<file path="config.mk">
export PLATFORM = sky130hd
export DESIGN_NAME = nvsram_host_ctrl
export DESIGN_NICKNAME = d
export VERILOG_FILES = /design/src/nvsram_host_pkg.sv /design/src/nvsram_host_ctrl.sv /design/src/nvsram_wait_timer.sv
export VERILOG_INCLUDE_DIRS = /design/src
export SDC_FILE = /design/constraint.sdc
export NUM_CORES = 1
export LEC_CHECK = 0
export ABC_AREA = 1
export BUFFER_PORTS_ARGS = -buffer_cell sky130_fd_sc_hd__buf_2
export CAP_MARGIN = 20
export CORE_ASPECT_RATIO = 0.9
export CORE_UTILIZATION = 63
export DETAILED_ROUTE_END_ITERATION = 8
export PLACE_DENSITY = 0.86
export REMOVE_ABC_BUFFERS = 1
export SLEW_MARGIN = 5
export SYNTH_ARGS = -nofsm -noshare
export SYNTH_HDL_FRONTEND = slang
export SYNTH_SLANG_ARGS = --single-unit
</file>
<file path="constraint.sdc">
create_clock -name clk_in -period 3.8 [get_ports clk_in]
set_input_delay 0.19 -clock clk_in [delete_from_list [all_inputs] [get_ports clk_in]]
set_output_delay 0.19 -clock clk_in [all_outputs]
set_load 0.05 [all_outputs]
</file>
<file path="src/nvsram_host_map.svh">
// Constants for the nonvolatile SRAM host controller: pin timing, key addresses, durations.
// Assumes a 125 MHz controller clock; included by the package and the host controller.
`ifndef NVSRAM_HOST_MAP_SVH
`define NVSRAM_HOST_MAP_SVH
// Clock period in ns
`define CLK_PERIOD_NS 8
// Strobe low time in ns (at least) and its cycle count, rounded up
`define STROBE_NS 30
`define STROBE_CYC ((`STROBE_NS + `CLK_PERIOD_NS - 1) / `CLK_PERIOD_NS)
// Access time in ns (at least) before sampling read data
`define ACCESS_NS 45
`define ACCESS_CYC ((`ACCESS_NS + `CLK_PERIOD_NS - 1) / `CLK_PERIOD_NS)
// Recovery time between accesses in ns
`define RECOVER_NS 16
`define RECOVER_CYC ((`RECOVER_NS + `CLK_PERIOD_NS - 1) / `CLK_PERIOD_NS)
// Save duration in ms, reload duration in us, power-up reload duration in us
`define SAVE_DURATION_MS 10
`define RELOAD_DURATION_US 20
`define POWERUP_RELOAD_DURATION_US 550
`define SAVE_CYC (`SAVE_DURATION_MS * 1000000 / `CLK_PERIOD_NS)
`define RELOAD_CYC (`RELOAD_DURATION_US * 1000 / `CLK_PERIOD_NS)
`define POWERUP_CYC (`POWERUP_RELOAD_DURATION_US * 1000 / `CLK_PERIOD_NS)
// Key address sequence, last entry differs for save and reload
`define KEY_ADDR_0 11'h000
`define KEY_ADDR_1 11'h555
`define KEY_ADDR_2 11'h2aa
`define KEY_ADDR_3 11'h7ff
`define KEY_ADDR_4 11'h0f0
`define KEY_ADDR_SAVE 11'h70f
`define KEY_ADDR_RELOAD 11'h70e
`define KEY_STEPS 6
`endif

</file>
<file path="src/nvsram_host_pkg.sv">
// Types for the nonvolatile SRAM host controller.
// Assumes nvsram_host_map.svh is on the include path.
`include "nvsram_host_map.svh"
package nvsram_host_pkg;
  // Operation codes of a user request
  typedef enum logic [1:0] {
    OP_READ = 2'b00,
    OP_WRITE = 2'b01,
    OP_SAVE = 2'b10,
    OP_RELOAD = 2'b11
  } op_t;
  // One user request
  typedef struct packed {
    op_t op;
    logic [10:0] addr;
    logic [7:0] data;
  } req_t;
  // Pin group driven toward the memory
  typedef struct packed {
    logic chip_en_b;
    logic write_en_b;
    logic out_en_b;
    logic [10:0] word_select_inputs;
    logic [7:0] byte_out;
    logic byte_oe;
  } pins_t;
endpackage

</file>
<file path="src/nvsram_host_ctrl.sv">
// Host controller that drives a 2K x 8 nonvolatile SRAM through its async pins.
// Assumes pins sampled through two flops; supply-level flags come from a monitor pin.
// Operation
// - Host holds address stable across whole write
// - Host drives data before write ends
// - Host keeps output enable high during write
// - Save key: 000,555,2AA,7FF,0F0,70F
// - Reload key: 000,555,2AA,7FF,0F0,70E
// - Key steps are chip-enable reads, write high
// - Host never writing when power-up reload ends
`timescale 1ns/1ps
`include "nvsram_host_map.svh"
module nvsram_host_ctrl #(
  parameter int SAVE_CYCLES = `SAVE_CYC,
  parameter int POWERUP_CYCLES = `POWERUP_CYC,
  parameter int RELOAD_CYCLES = `RELOAD_CYC
) (
  input wire logic clk_in,
  input wire logic rst_b_in,
  input wire logic req_valid_in,
  input wire nvsram_host_pkg::req_t req_in,
  output logic req_ready_out,
  output logic [7:0] rd_data_out,
  output logic rd_valid_out,
  input wire logic supply_ok_in,
  input wire logic [7:0] shared_byte_lines_in,
  output logic chip_en_b_out,
  output logic write_en_b_out,
  output logic out_en_b_out,
  output logic [10:0] word_select_inputs_out,
  output logic [7:0] shared_byte_lines_out,
  output logic shared_byte_lines_oe_out
);
  // Controller states
  typedef enum logic [2:0] {
    ST_IDLE = 3'b000,
    ST_SETUP = 3'b001,
    ST_STROBE = 3'b010,
    ST_RECOVER = 3'b011,
    ST_WAIT_NV = 3'b100,
    ST_POWERUP = 3'b101
  } state_t;
  state_t state;
  // Latched request
  nvsram_host_pkg::req_t cur;
  // Key step index for save/reload sequences
  logic [2:0] step;
  // Strobe timing counter
  logic [7:0] tick;
  // Pin synchronisers
  logic [7:0] din_meta, din_sync;
  logic ok_meta, ok_sync, ok_prev;
  // Timer control
  logic tmr_load, tmr_done;
  logic [23:0] tmr_count;
  // Current key address
  logic [10:0] key_addr;
  // Strobe cycle count (larger of access and strobe counts) and recovery count at counter width
  localparam logic [7:0] STROBE_T = 8'(`ACCESS_CYC > `STROBE_CYC ? `ACCESS_CYC : `STROBE_CYC);
  localparam logic [7:0] RECOVER_T = 8'(`RECOVER_CYC);

  // Two-flop synchronisers for pin inputs
  always_ff @(posedge clk_in or negedge rst_b_in) begin
    if (!rst_b_in) begin
      din_meta <= 8'h00;
      din_sync <= 8'h00;
      ok_meta <= 1'b0;
      ok_sync <= 1'b0;
      ok_prev <= 1'b0;
    end else begin
      din_meta <= shared_byte_lines_in;
      din_sync <= din_meta;
      ok_meta <= supply_ok_in;
      ok_sync <= ok_meta;
      ok_prev <= ok_sync;
    end
  end

  // Key address for the present step
  always_comb begin
    case (step)
      3'd0: key_addr = `KEY_ADDR_0;
      3'd1: key_addr = `KEY_ADDR_1;
      3'd2: key_addr = `KEY_ADDR_2;
      3'd3: key_addr = `KEY_ADDR_3;
      3'd4: key_addr = `KEY_ADDR_4;
      default: key_addr = (cur.op == nvsram_host_pkg::OP_SAVE) ?
        `KEY_ADDR_SAVE : `KEY_ADDR_RELOAD;
    endcase
  end

  // Wait timer shared by save, reload and power-up reload
  nvsram_wait_timer #(.WIDTH(24)) u_timer (
    .clk_in(clk_in),
    .rst_b_in(rst_b_in),
    .load_in(tmr_load),
    .count_in(tmr_count),
    .done_out(tmr_done)
  );

  // Main sequencer
  always_ff @(posedge clk_in or negedge rst_b_in) begin
    if (!rst_b_in) begin
      state <= ST_POWERUP;
      cur <= '0;
      step <= 3'd0;
      tick <= 8'h00;
      tmr_load <= 1'b0;
      tmr_count <= 24'h000000;
      req_ready_out <= 1'b0;
      rd_data_out <= 8'h00;
      rd_valid_out <= 1'b0;
      chip_en_b_out <= 1'b1;
      write_en_b_out <= 1'b1;
      out_en_b_out <= 1'b1;
      word_select_inputs_out <= 11'h000;
      shared_byte_lines_out <= 8'h00;
      shared_byte_lines_oe_out <= 1'b0;
    end else begin
      tmr_load <= 1'b0;
      rd_valid_out <= 1'b0;
      // Supply drop: device latches a reload, so wait for power-up reload
      if (!ok_sync && state != ST_POWERUP) begin
        state <= ST_POWERUP;
        req_ready_out <= 1'b0;
        chip_en_b_out <= 1'b1;
        write_en_b_out <= 1'b1;
        out_en_b_out <= 1'b1;
        shared_byte_lines_oe_out <= 1'b0;
      end else begin
        case (state)
          // Hold all strobes high until supply is up and power-up reload done
          ST_POWERUP: begin
            write_en_b_out <= 1'b1;
            chip_en_b_out <= 1'b1;
            if (ok_sync && !ok_prev) begin
              tmr_load <= 1'b1;
              tmr_count <= 24'(POWERUP_CYCLES);
            end else if (ok_sync && ok_prev && tmr_done && !tmr_load) begin
              state <= ST_IDLE;
              req_ready_out <= 1'b1;
            end
          end
          // Take a request
          ST_IDLE: begin
            if (req_valid_in) begin
              // Every request is latched, whatever its op
              cur <= req_in;
              step <= 3'd0;
              req_ready_out <= 1'b0;
              state <= ST_SETUP;
            end
          end
          // Address, data and enables placed on the same edge that lowers the strobe
          ST_SETUP: begin
            tick <= 8'h00;
            state <= ST_STROBE;
            chip_en_b_out <= 1'b0;
            if (cur.op == nvsram_host_pkg::OP_WRITE) begin
              word_select_inputs_out <= cur.addr;
              shared_byte_lines_out <= cur.data;
              shared_byte_lines_oe_out <= 1'b1;
              out_en_b_out <= 1'b1;
              write_en_b_out <= 1'b0;
            end else if (cur.op == nvsram_host_pkg::OP_READ) begin
              word_select_inputs_out <= cur.addr;
              out_en_b_out <= 1'b0;
              write_en_b_out <= 1'b1;
            end else begin
              word_select_inputs_out <= key_addr;
              out_en_b_out <= 1'b1;
              write_en_b_out <= 1'b1;
            end
          end
          // Strobe held low for the access time
          ST_STROBE: begin
            tick <= tick + 8'h01;
            if (tick + 8'h01 >= STROBE_T) begin
              chip_en_b_out <= 1'b1;
              write_en_b_out <= 1'b1;
              out_en_b_out <= 1'b1;
              tick <= 8'h00;
              state <= ST_RECOVER;
              if (cur.op == nvsram_host_pkg::OP_READ) begin
                rd_data_out <= din_sync;
                rd_valid_out <= 1'b1;
              end
            end
          end
          // Release bus, then next key step or finish
          ST_RECOVER: begin
            shared_byte_lines_oe_out <= 1'b0;
            tick <= tick + 8'h01;
            if (tick + 8'h01 >= RECOVER_T) begin
              if (cur.op[1] && step != 3'(`KEY_STEPS - 1)) begin
                step <= step + 3'd1;
                state <= ST_SETUP;
              end else if (cur.op[1]) begin
                tmr_load <= 1'b1;
                tmr_count <= (cur.op == nvsram_host_pkg::OP_SAVE) ?
                  24'(SAVE_CYCLES) : 24'(RELOAD_CYCLES);
                state <= ST_WAIT_NV;
              end else begin
                state <= ST_IDLE;
                req_ready_out <= 1'b1;
              end
            end
          end
          // Device busy with save or reload
          ST_WAIT_NV: begin
            if (tmr_done && !tmr_load) begin
              state <= ST_IDLE;
              req_ready_out <= 1'b1;
            end
          end
          default: state <= ST_IDLE;
        endcase
      end
    end
  end

  // Outputs float toward the device whenever output enable is low
  a_no_drive_read: assert property (@(posedge clk_in) disable iff (!rst_b_in)
    !out_en_b_out |-> !shared_byte_lines_oe_out) else $error("contention");
  a_write_oe_high: assert property (@(posedge clk_in) disable iff (!rst_b_in)
    !write_en_b_out |-> out_en_b_out && shared_byte_lines_oe_out) else $error("write");
  a_key_write_high: assert property (@(posedge clk_in) disable iff (!rst_b_in)
    cur.op[1] && !chip_en_b_out |-> write_en_b_out) else $error("key write");
  a_addr_stable: assert property (@(posedge clk_in) disable iff (!rst_b_in)
    !chip_en_b_out && $past(!chip_en_b_out) |-> $stable(word_select_inputs_out))
    else $error("addr moved");
  a_no_access_busy: assert property (@(posedge clk_in) disable iff (!rst_b_in)
    state == ST_WAIT_NV |-> chip_en_b_out) else $error("access while busy");
  a_powerup_quiet: assert property (@(posedge clk_in) disable iff (!rst_b_in)
    state == ST_POWERUP |=> write_en_b_out) else $error("write at power-up");
  a_key_first: assert property (@(posedge clk_in) disable iff (!rst_b_in)
    state == ST_SETUP && cur.op[1] && step == 3'd0 |=> word_select_inputs_out == 11'h000)
    else $error("bad first key");
  a_ready_idle: assert property (@(posedge clk_in) disable iff (!rst_b_in)
    req_ready_out |-> state == ST_IDLE) else $error("ready outside idle");
  c_read: cover property (@(posedge clk_in) disable iff (!rst_b_in) rd_valid_out);
  c_save: cover property (@(posedge clk_in) disable iff (!rst_b_in)
    state == ST_WAIT_NV && cur.op == nvsram_host_pkg::OP_SAVE);
  c_reload: cover property (@(posedge clk_in) disable iff (!rst_b_in)
    state == ST_WAIT_NV && cur.op == nvsram_host_pkg::OP_RELOAD);
endmodule

</file>
<file path="src/nvsram_wait_timer.sv">
// Down-counting wait timer used to hold off access during save and reload.
// Assumes a load pulse on the same clock; done is a level while count is zero.
`timescale 1ns/1ps
module nvsram_wait_timer #(
  parameter int WIDTH = 24
) (
  input wire logic clk_in,
  input wire logic rst_b_in,
  input wire logic load_in,
  input wire logic [WIDTH-1:0] count_in,
  output logic done_out
);
  // Remaining cycles
  logic [WIDTH-1:0] remain;

  // Load or count down to zero
  always_ff @(posedge clk_in or negedge rst_b_in) begin
    if (!rst_b_in) begin
      remain <= '0;
    end else if (load_in) begin
      remain <= count_in;
    end else if (remain != '0) begin
      remain <= remain - 1'b1;
    end
  end

  // Done while nothing remains
  assign done_out = (remain == '0);

  a_timer_counts: assert property (@(posedge clk_in) disable iff (!rst_b_in)
    load_in && count_in != '0 |=> !done_out) else $error("timer did not start");
endmodule

</file>
==> impl_metrics.yaml, run 1 <==
run_status:
  status: "finished, final reports clean"
synthesis:
  synth.distinct_cells: 42
  synthSimpleGateAreaFrac_pct: 26.1
  syn_area_sq_um: 5630
  synthCells: 626
  ys_seq_area_share_pct: 53.0
  synthArstFlopShare_pct: 100
  synth_top_family_by_area: "simple AND/OR/NAND/NOR gates"
  synth_warnings: 0
  synth-edff-count: 0
  avgSynthCellArea_sq_um: 8.99
  synth_mux_area_share_pct: 2.38
  synthAdderAreaFrac_pct: 2.00
  synth-seq-cells: 119
  synthXorXnorAreaFrac_pct: 1.71
  synth_ff_type: "dfrtp_1"
  synth_compound_area_share_pct: 8.67
timing:
  rsz0062_at_grt: "no"
  clock_skew_ns: 0.00802
  setup_tns_ns: 0
  min_period_over_period_pct: 60.0
  setup_slack_ns: 1.52
  hold_violations: 0
  fmax_mhz: 439
  holdWs_ns: 0.203
  setup_viol: 0
  max_slew_margin_pct: 49.2
  fin_crit_ns: 2.28
  worst_slew_pin_slew_ns: 0.763
  slew_viol_final: 0
placed_design:
  detailed_place_hpwl_mm: 8.84
  post-place-ws_ns: 1.63
  io_buffers: 65
  gpl.final_weighted_congestion: 0.965
hold_path:
  hold_class: "input pin to flop"
critical_path:
  path_cells: "inv_2 -> nor2_4 -> nand2_4 -> nor2_4 -> inv_2 -> nor3_4 -> inv_2 -> nand2_1 -> o21ai_2"
  slowest_delay_ns: 0.58
  worstPathRequired_ns: 4.21
  crit_top_cell: "inv_2"
  cp-end-kind: "flop"
  critPathKind: "flop to flop"
  slowest_stage: "dfstp_2"
  cp_top_family: "simple AND/OR/NAND/NOR gates"
  worstPathArrival_ns: 2.69
  cp-start-kind: "flop"
  cp_num_buf_inv: 3
  cp_max_fo: 16
power:
  power_density_nw_per_um2: 822
  fin_total_pwr_mw: 5.71
  ir_drop_v: 0.000598
  power.leakage_nw: 3.56
finish:
  area_delta_synth_final_pct: 23.4
  most-common-layout-cells: "155 x nand2_1, 114 x dfrtp_1, 64 x buf_2"
  antenna_cells: 0
  layout-drive-gt1-share_pct: 21.5
  num-fill-cells: 449
  fin_nets: 772
  final_common_cell: "nand2_1"
clock_tree:
  clk_latency_ns: 0.53
  cts_tree: "yes"
  cts_buffers: 17
  cts.path.max_buffers: 2
  clk_pin_slew_ns: 0.06
  htree_levels: 4
  clock-sinks: 119
  ctsRootBufferMaster: "clkbuf_8"
  post_cts_buffers: 0
detailed_routing:
  wl_per_cell_um: 19.3
  vias: 5189
  detail-route-antenna-nets: 0
  drtIter0Drc: 525
  via_per_inst: 6.02
  first_pass_iters: 6
  routed_wl_mm: 16.6
  drc: 0
global_route:
  grtUsageTotal_pct: 38.8
  grt_max_degree: 59
  grt_pass1_wl_mm: 26.8
  antenna_found_initial: 0
  grt_pass1_vias: 5342
  grt-ovfl-total: 0
die:
  ioPinCount: 66
  die_x_um: 102
  core_area_sq_um: 8610
  fp.dieH_um: 91.6
  row_count: 32
  die_area_sq_um: 9310
  start_util_pct: 65.3
job:
  cap_violations: 0
## synth_stat cells (all sizes together), types with 2 or more instances
library cell	number	area share, %
nor2	73	6.0
inv	69	4.7
ha	9	2.0
dfrtp	114	51
nand3	43	4.0
nand3b	6	0.80
xor2	6	0.93
clkbuf	5	0.33
nand4	10	1.2
mux2	11	2.2
nor3	14	1.6
a31oi	2	0.49
xnor2	5	0.78
o22ai	6	0.67
o211ai	4	0.53
o21ai	33	3.5
buf	8	1.0
a21oi	29	2.7
dfstp	5	2.3
nor4	3	0.33
nand2	166	12
## cells by family after synthesis
family,count (synthesis)
multiplexers,12
flip-flops,119
XOR/XNOR,11
AND/OR/NAND/NOR,315
buffers and inverters,82
adder cells (fa/ha/maj),9
AO/OA/AOI/OAI,78
## through the flow
step	util [%]	area, sq um	std cells
after floorplan	-	5550	613
after global placement	70.2	6040	799
after detailed placement	70.2	6040	799
after CTS	80.7	6940	862
after global routing	80.7	6940	862
final	80.7	6940	862
## routing by layer
| metal | wire length [um] | vias up | global-route usage, % | part of all wire [%] |
|---|---|---|---|---|
| met3 | 1420 | 96 | 9.30 | 8.5 |
| met4 | 903 | 0 | 22.2 | 5.4 |
| met2 | 8400 | 404 | 65.6 | 50 |
| met1 | 5920 | 2456 | 44.8 | 36 |
| li1 | - | 2233 | - | - |
| met5 | 0 | - | 0 | 0 |
## state kept, by name, indices dropped and copies added, names as in the netlist
| register | count |
|---|---|
| u_timer.remain | 24 |
| cur | 21 |
| word_select_inputs_out | 11 |
| din_meta | 8 |
| din_sync | 8 |
| rd_data_out | 8 |
| shared_byte_lines_out | 8 |
| tick | 8 |
| tmr_count | 7 |
| state | 3 |
| step | 3 |
| chip_en_b_out | 1 |
| ok_meta | 1 |
| ok_prev | 1 |
| ok_sync | 1 |
| out_en_b_out | 1 |
| rd_valid_out | 1 |
| req_ready_out | 1 |
| shared_byte_lines_oe_out | 1 |
| tmr_load | 1 |
| write_en_b_out | 1 |
## area by class of cell
cell class / count / area [sq um] / share of cell area [%]
well taps: 119 / 149 / 2.14
multi-input cells: 425 / 2300 / 33.1
clock buffers: 17 / 414 / 5.97
repair buffers: 98 / 653 / 9.41
inverters: 69 / 264 / 3.80
clock inverters: 15 / 179 / 2.58
flip-flops and latches: 119 / 2980 / 43.0
## worst paths after layout
path	start	endpoint	slack, ns	depth (start not counted)
max in group asynchronous	rst_b_in	din_meta[0]$_DFF_PN0_	2.58	3
hold reg to reg	din_meta[1]$_DFF_PN0_	din_sync[1]$_DFF_PN0_	0.35	0
min in group asynchronous	rst_b_in	u_timer.remain[1]$_DFFE_PN0N_	0.29	2
hold / removal	req_valid_in	step[2]$_DFFE_PN0P_	0.20	5
setup / recovery	state[0]$_DFFE_PN1P_	shared_byte_lines_out[3]$_DFFE_PN0P_	1.52	9
setup reg to reg	state[0]$_DFFE_PN1P_	shared_byte_lines_out[3]$_DFFE_PN0P_	1.52	9
## worst register-to-register path, delay by kind of cell, from the launching register on
kind	cells	cell delay (ns)
flops	1	0.58
buf+inv	3	0.50
compound gates	1	0.07
simple gates	5	1.02
## report_power, final
part	switching, mW	internal (mW)	leakage, nW	total [mW]
Combinational	1.45	0.603	1.80	2.05
Sequential	0.344	1.67	1.49	2.02
Clock	0.639	1.00	0.280	1.64
## repair_timing
item,CTS,global route
endpoints found under the hold margin,83,0
gates resized for setup,0,0
hold buffers,31,0
No activity file was read; power rests on OpenSTA's default activity.
==> inputs of run 2 (changes only) <==
--- a/config.mk
+++ b/config.mk
@@ -10,9 +10,9 @@
 export BUFFER_PORTS_ARGS = -buffer_cell sky130_fd_sc_hd__buf_2
 export CAP_MARGIN = 20
 export CORE_ASPECT_RATIO = 0.9
-export CORE_UTILIZATION = 63
+export CORE_UTILIZATION = 58
 export DETAILED_ROUTE_END_ITERATION = 8
-export PLACE_DENSITY = 0.86
+export PLACE_DENSITY = 0.8
 export REMOVE_ABC_BUFFERS = 1
 export SLEW_MARGIN = 5
 export SYNTH_ARGS = -nofsm -noshare
==> constraint.sdc (replaced) <==
create_clock -name clk_in -period 2.4 [get_ports clk_in]
set_input_delay 0.12 -clock clk_in [delete_from_list [all_inputs] [get_ports clk_in]]
set_output_delay 0.12 -clock clk_in [all_outputs]
set_load 0.05 [all_outputs]
==> run 2 against run 1 <==
Via count down 7.1%. Flip-flop and latch count unchanged. Worst setup slack worse by 1.2 ns. First-iteration DRC count down 36%. Largest power group unchanged. Highest routed layer unchanged.
==> impl_metrics.yaml, run 2 (same netlist as run 1, synthesis figures left out) <==
timing:
  holdWs_ns: 0.0644
  fmax_mhz: 483
  setup_tns_ns: 0
  setup_viol: 0
  max_slew_margin_pct: 51.1
  slew_viol_final: 0
  hold_violations: 0
  worst_slew_pin_slew_ns: 0.733
  rsz0062_at_grt: "no"
  min_period_over_period_pct: 86.2
  setup_slack_ns: 0.332
  clock_skew_ns: 0.0153
  fin_crit_ns: 2.07
detailed_routing:
  wl_per_cell_um: 16.3
  detail-route-antenna-nets: 0
  via_per_inst: 5.54
  first_pass_iters: 5
  drtIter0Drc: 338
  vias: 4823
  drc: 0
  routed_wl_mm: 14.2
die:
  die_area_sq_um: 10100
  die_x_um: 106
  row_count: 33
  start_util_pct: 60.8
  core_area_sq_um: 9250
  fp.dieH_um: 95.4
  ioPinCount: 66
clock_tree:
  clk_latency_ns: 0.53
  htree_levels: 4
  cts_buffers: 17
  cts_tree: "yes"
  ctsRootBufferMaster: "clkbuf_8"
  postCtsResizedCells: 0
  clk_pin_slew_ns: 0.06
  cts.path.max_buffers: 2
  clock-sinks: 119
finish:
  most-common-layout-cells: "155 x nand2_1, 114 x dfrtp_1, 64 x buf_2"
  fin_nets: 778
  antenna_cells: 0
  area_delta_synth_final_pct: 23.6
  layout-drive-gt1-share_pct: 22.2
  num-fill-cells: 594
  largest_reg_flops: 24
  postLayoutCoreUtil_pct: 75.2
  final_common_cell: "nand2_1"
  top_regs: "u_timer.remain (24), cur (21), word_select_inputs_out (11)"
  top_register: "u_timer.remain"
placed_design:
  gpl.final_weighted_congestion: 0.974
  io_buffers: 65
  detailed_place_hpwl_mm: 8.78
  post-place-ws_ns: 0.431
power:
  ir_drop_v: 0.00109
  pwr-share-clk_pct: 26.8
  p_sw_mw: 3.73
  swShare_pct: 42.9
  combPwrFrac_pct: 37.3
  intPower_mw: 4.96
  power_density_nw_per_um2: 1250
  seqPwrFrac_pct: 35.9
  power.leakage_nw: 3.58
critical_path:
  cp-start-kind: "flop"
  reg2regPathDepth: 9
  cp-end-kind: "flop"
  worstPathRequired_ns: 2.79
  critPathKind: "flop to flop"
  worstPathArrival_ns: 2.46
  cp_max_fo: 11
global_route:
  grt_max_degree: 57
  grtUsageTotal_pct: 31.2
  grt_pass1_vias: 4966
  antenna_found_initial: 0
  grt_pass1_wl_mm: 23.8
  grt-ovfl-total: 0
hold_path:
  holdPathStages: 5
  hold_class: "input pin to flop"
run_status:
  status: "finished, final reports clean"
job:
  cap_violations: 0
## run 2: critical path, stage by stage, from the launching register on
cell	delay (ns)
dfrtp_1	0.45
ha_1	0.27
nand2_1	0.08
inv_2	0.04
nor2_1	0.23
nor3_2	0.12
a31oi_4	0.41
nand2_4	0.13
nand2_1	0.11
nand2_1	0.09
## run 2: worst paths after layout
check	slack [ns]	start	endpoint
worst max-delay path	0.33	tick[0]$_DFFE_PN0P_	tmr_count[11]$_DFFE_PN0P_
worst min-delay path	0.06	req_valid_in	step[2]$_DFFE_PN0P_
worst max register to register	0.33	tick[0]$_DFFE_PN0P_	tmr_count[11]$_DFFE_PN0P_
worst min register to register	0.35	din_meta[1]$_DFF_PN0_	din_sync[1]$_DFF_PN0_
max in group asynchronous	1.39	rst_b_in	shared_byte_lines_out[4]$_DFFE_PN0P_
min in group asynchronous	0.21	rst_b_in	tick[4]$_DFFE_PN0P_
## run 2: power groups by stage
stage / Combinational [mW] / Clock [mW] / Sequential (mW)
final: 3.24 / 2.33 / 3.11
after global routing: 3.56 / 2.44 / 3.17
after CTS: 3.17 / 2.32 / 3.08
after detailed placement: 3.10 / 0 / 3.09
after global placement: 3.01 / 0 / 3.07
after floorplan: 1.77 / 0 / 3.60
## run 2: area by class of cell
| class | instances | area, sq um | area share, % |
|---|---|---|---|
| Clock buffer | 18 | 428 | 6.15 |
| Clock inverter | 14 | 114 | 1.64 |
| Inverter | 69 | 264 | 3.80 |
| Multi-Input combinational cell | 425 | 2300 | 33.1 |
| Sequential cell | 119 | 2980 | 42.9 |
| Tap cell | 122 | 153 | 2.20 |
| Timing Repair Buffer | 104 | 711 | 10.2 |
## run 2: metrics by stage
step / std cells / area, sq um / total power [mW]
after CTS: 871 / 6950 / 8.58
after floorplan: 613 / 5550 / 5.37
after global routing: 871 / 6950 / 9.17
final: 871 / 6950 / 8.68
after global placement: 808 / 6100 / 6.08
after detailed placement: 808 / 6100 / 6.19
## run 2: layer usage
layer | vias up | wire length, um | global-route usage (%)
met1 | 2300 | 5720 | 36.5
met3 | 57 | 858 | 7.45
met5 | - | 0 | 0
met4 | 0 | 561 | 16.7
met2 | 215 | 7080 | 53.9
li1 | 2251 | - | -
## run 2: repair_timing
| item | in CTS | in global routing |
|---|---|---|
| setup buffers | 0 | 0 |
| endpoints found under the setup margin | 0 | 0 |
| hold endpoints to repair | 79 | 0 |
| hold buffers | 31 | 0 |
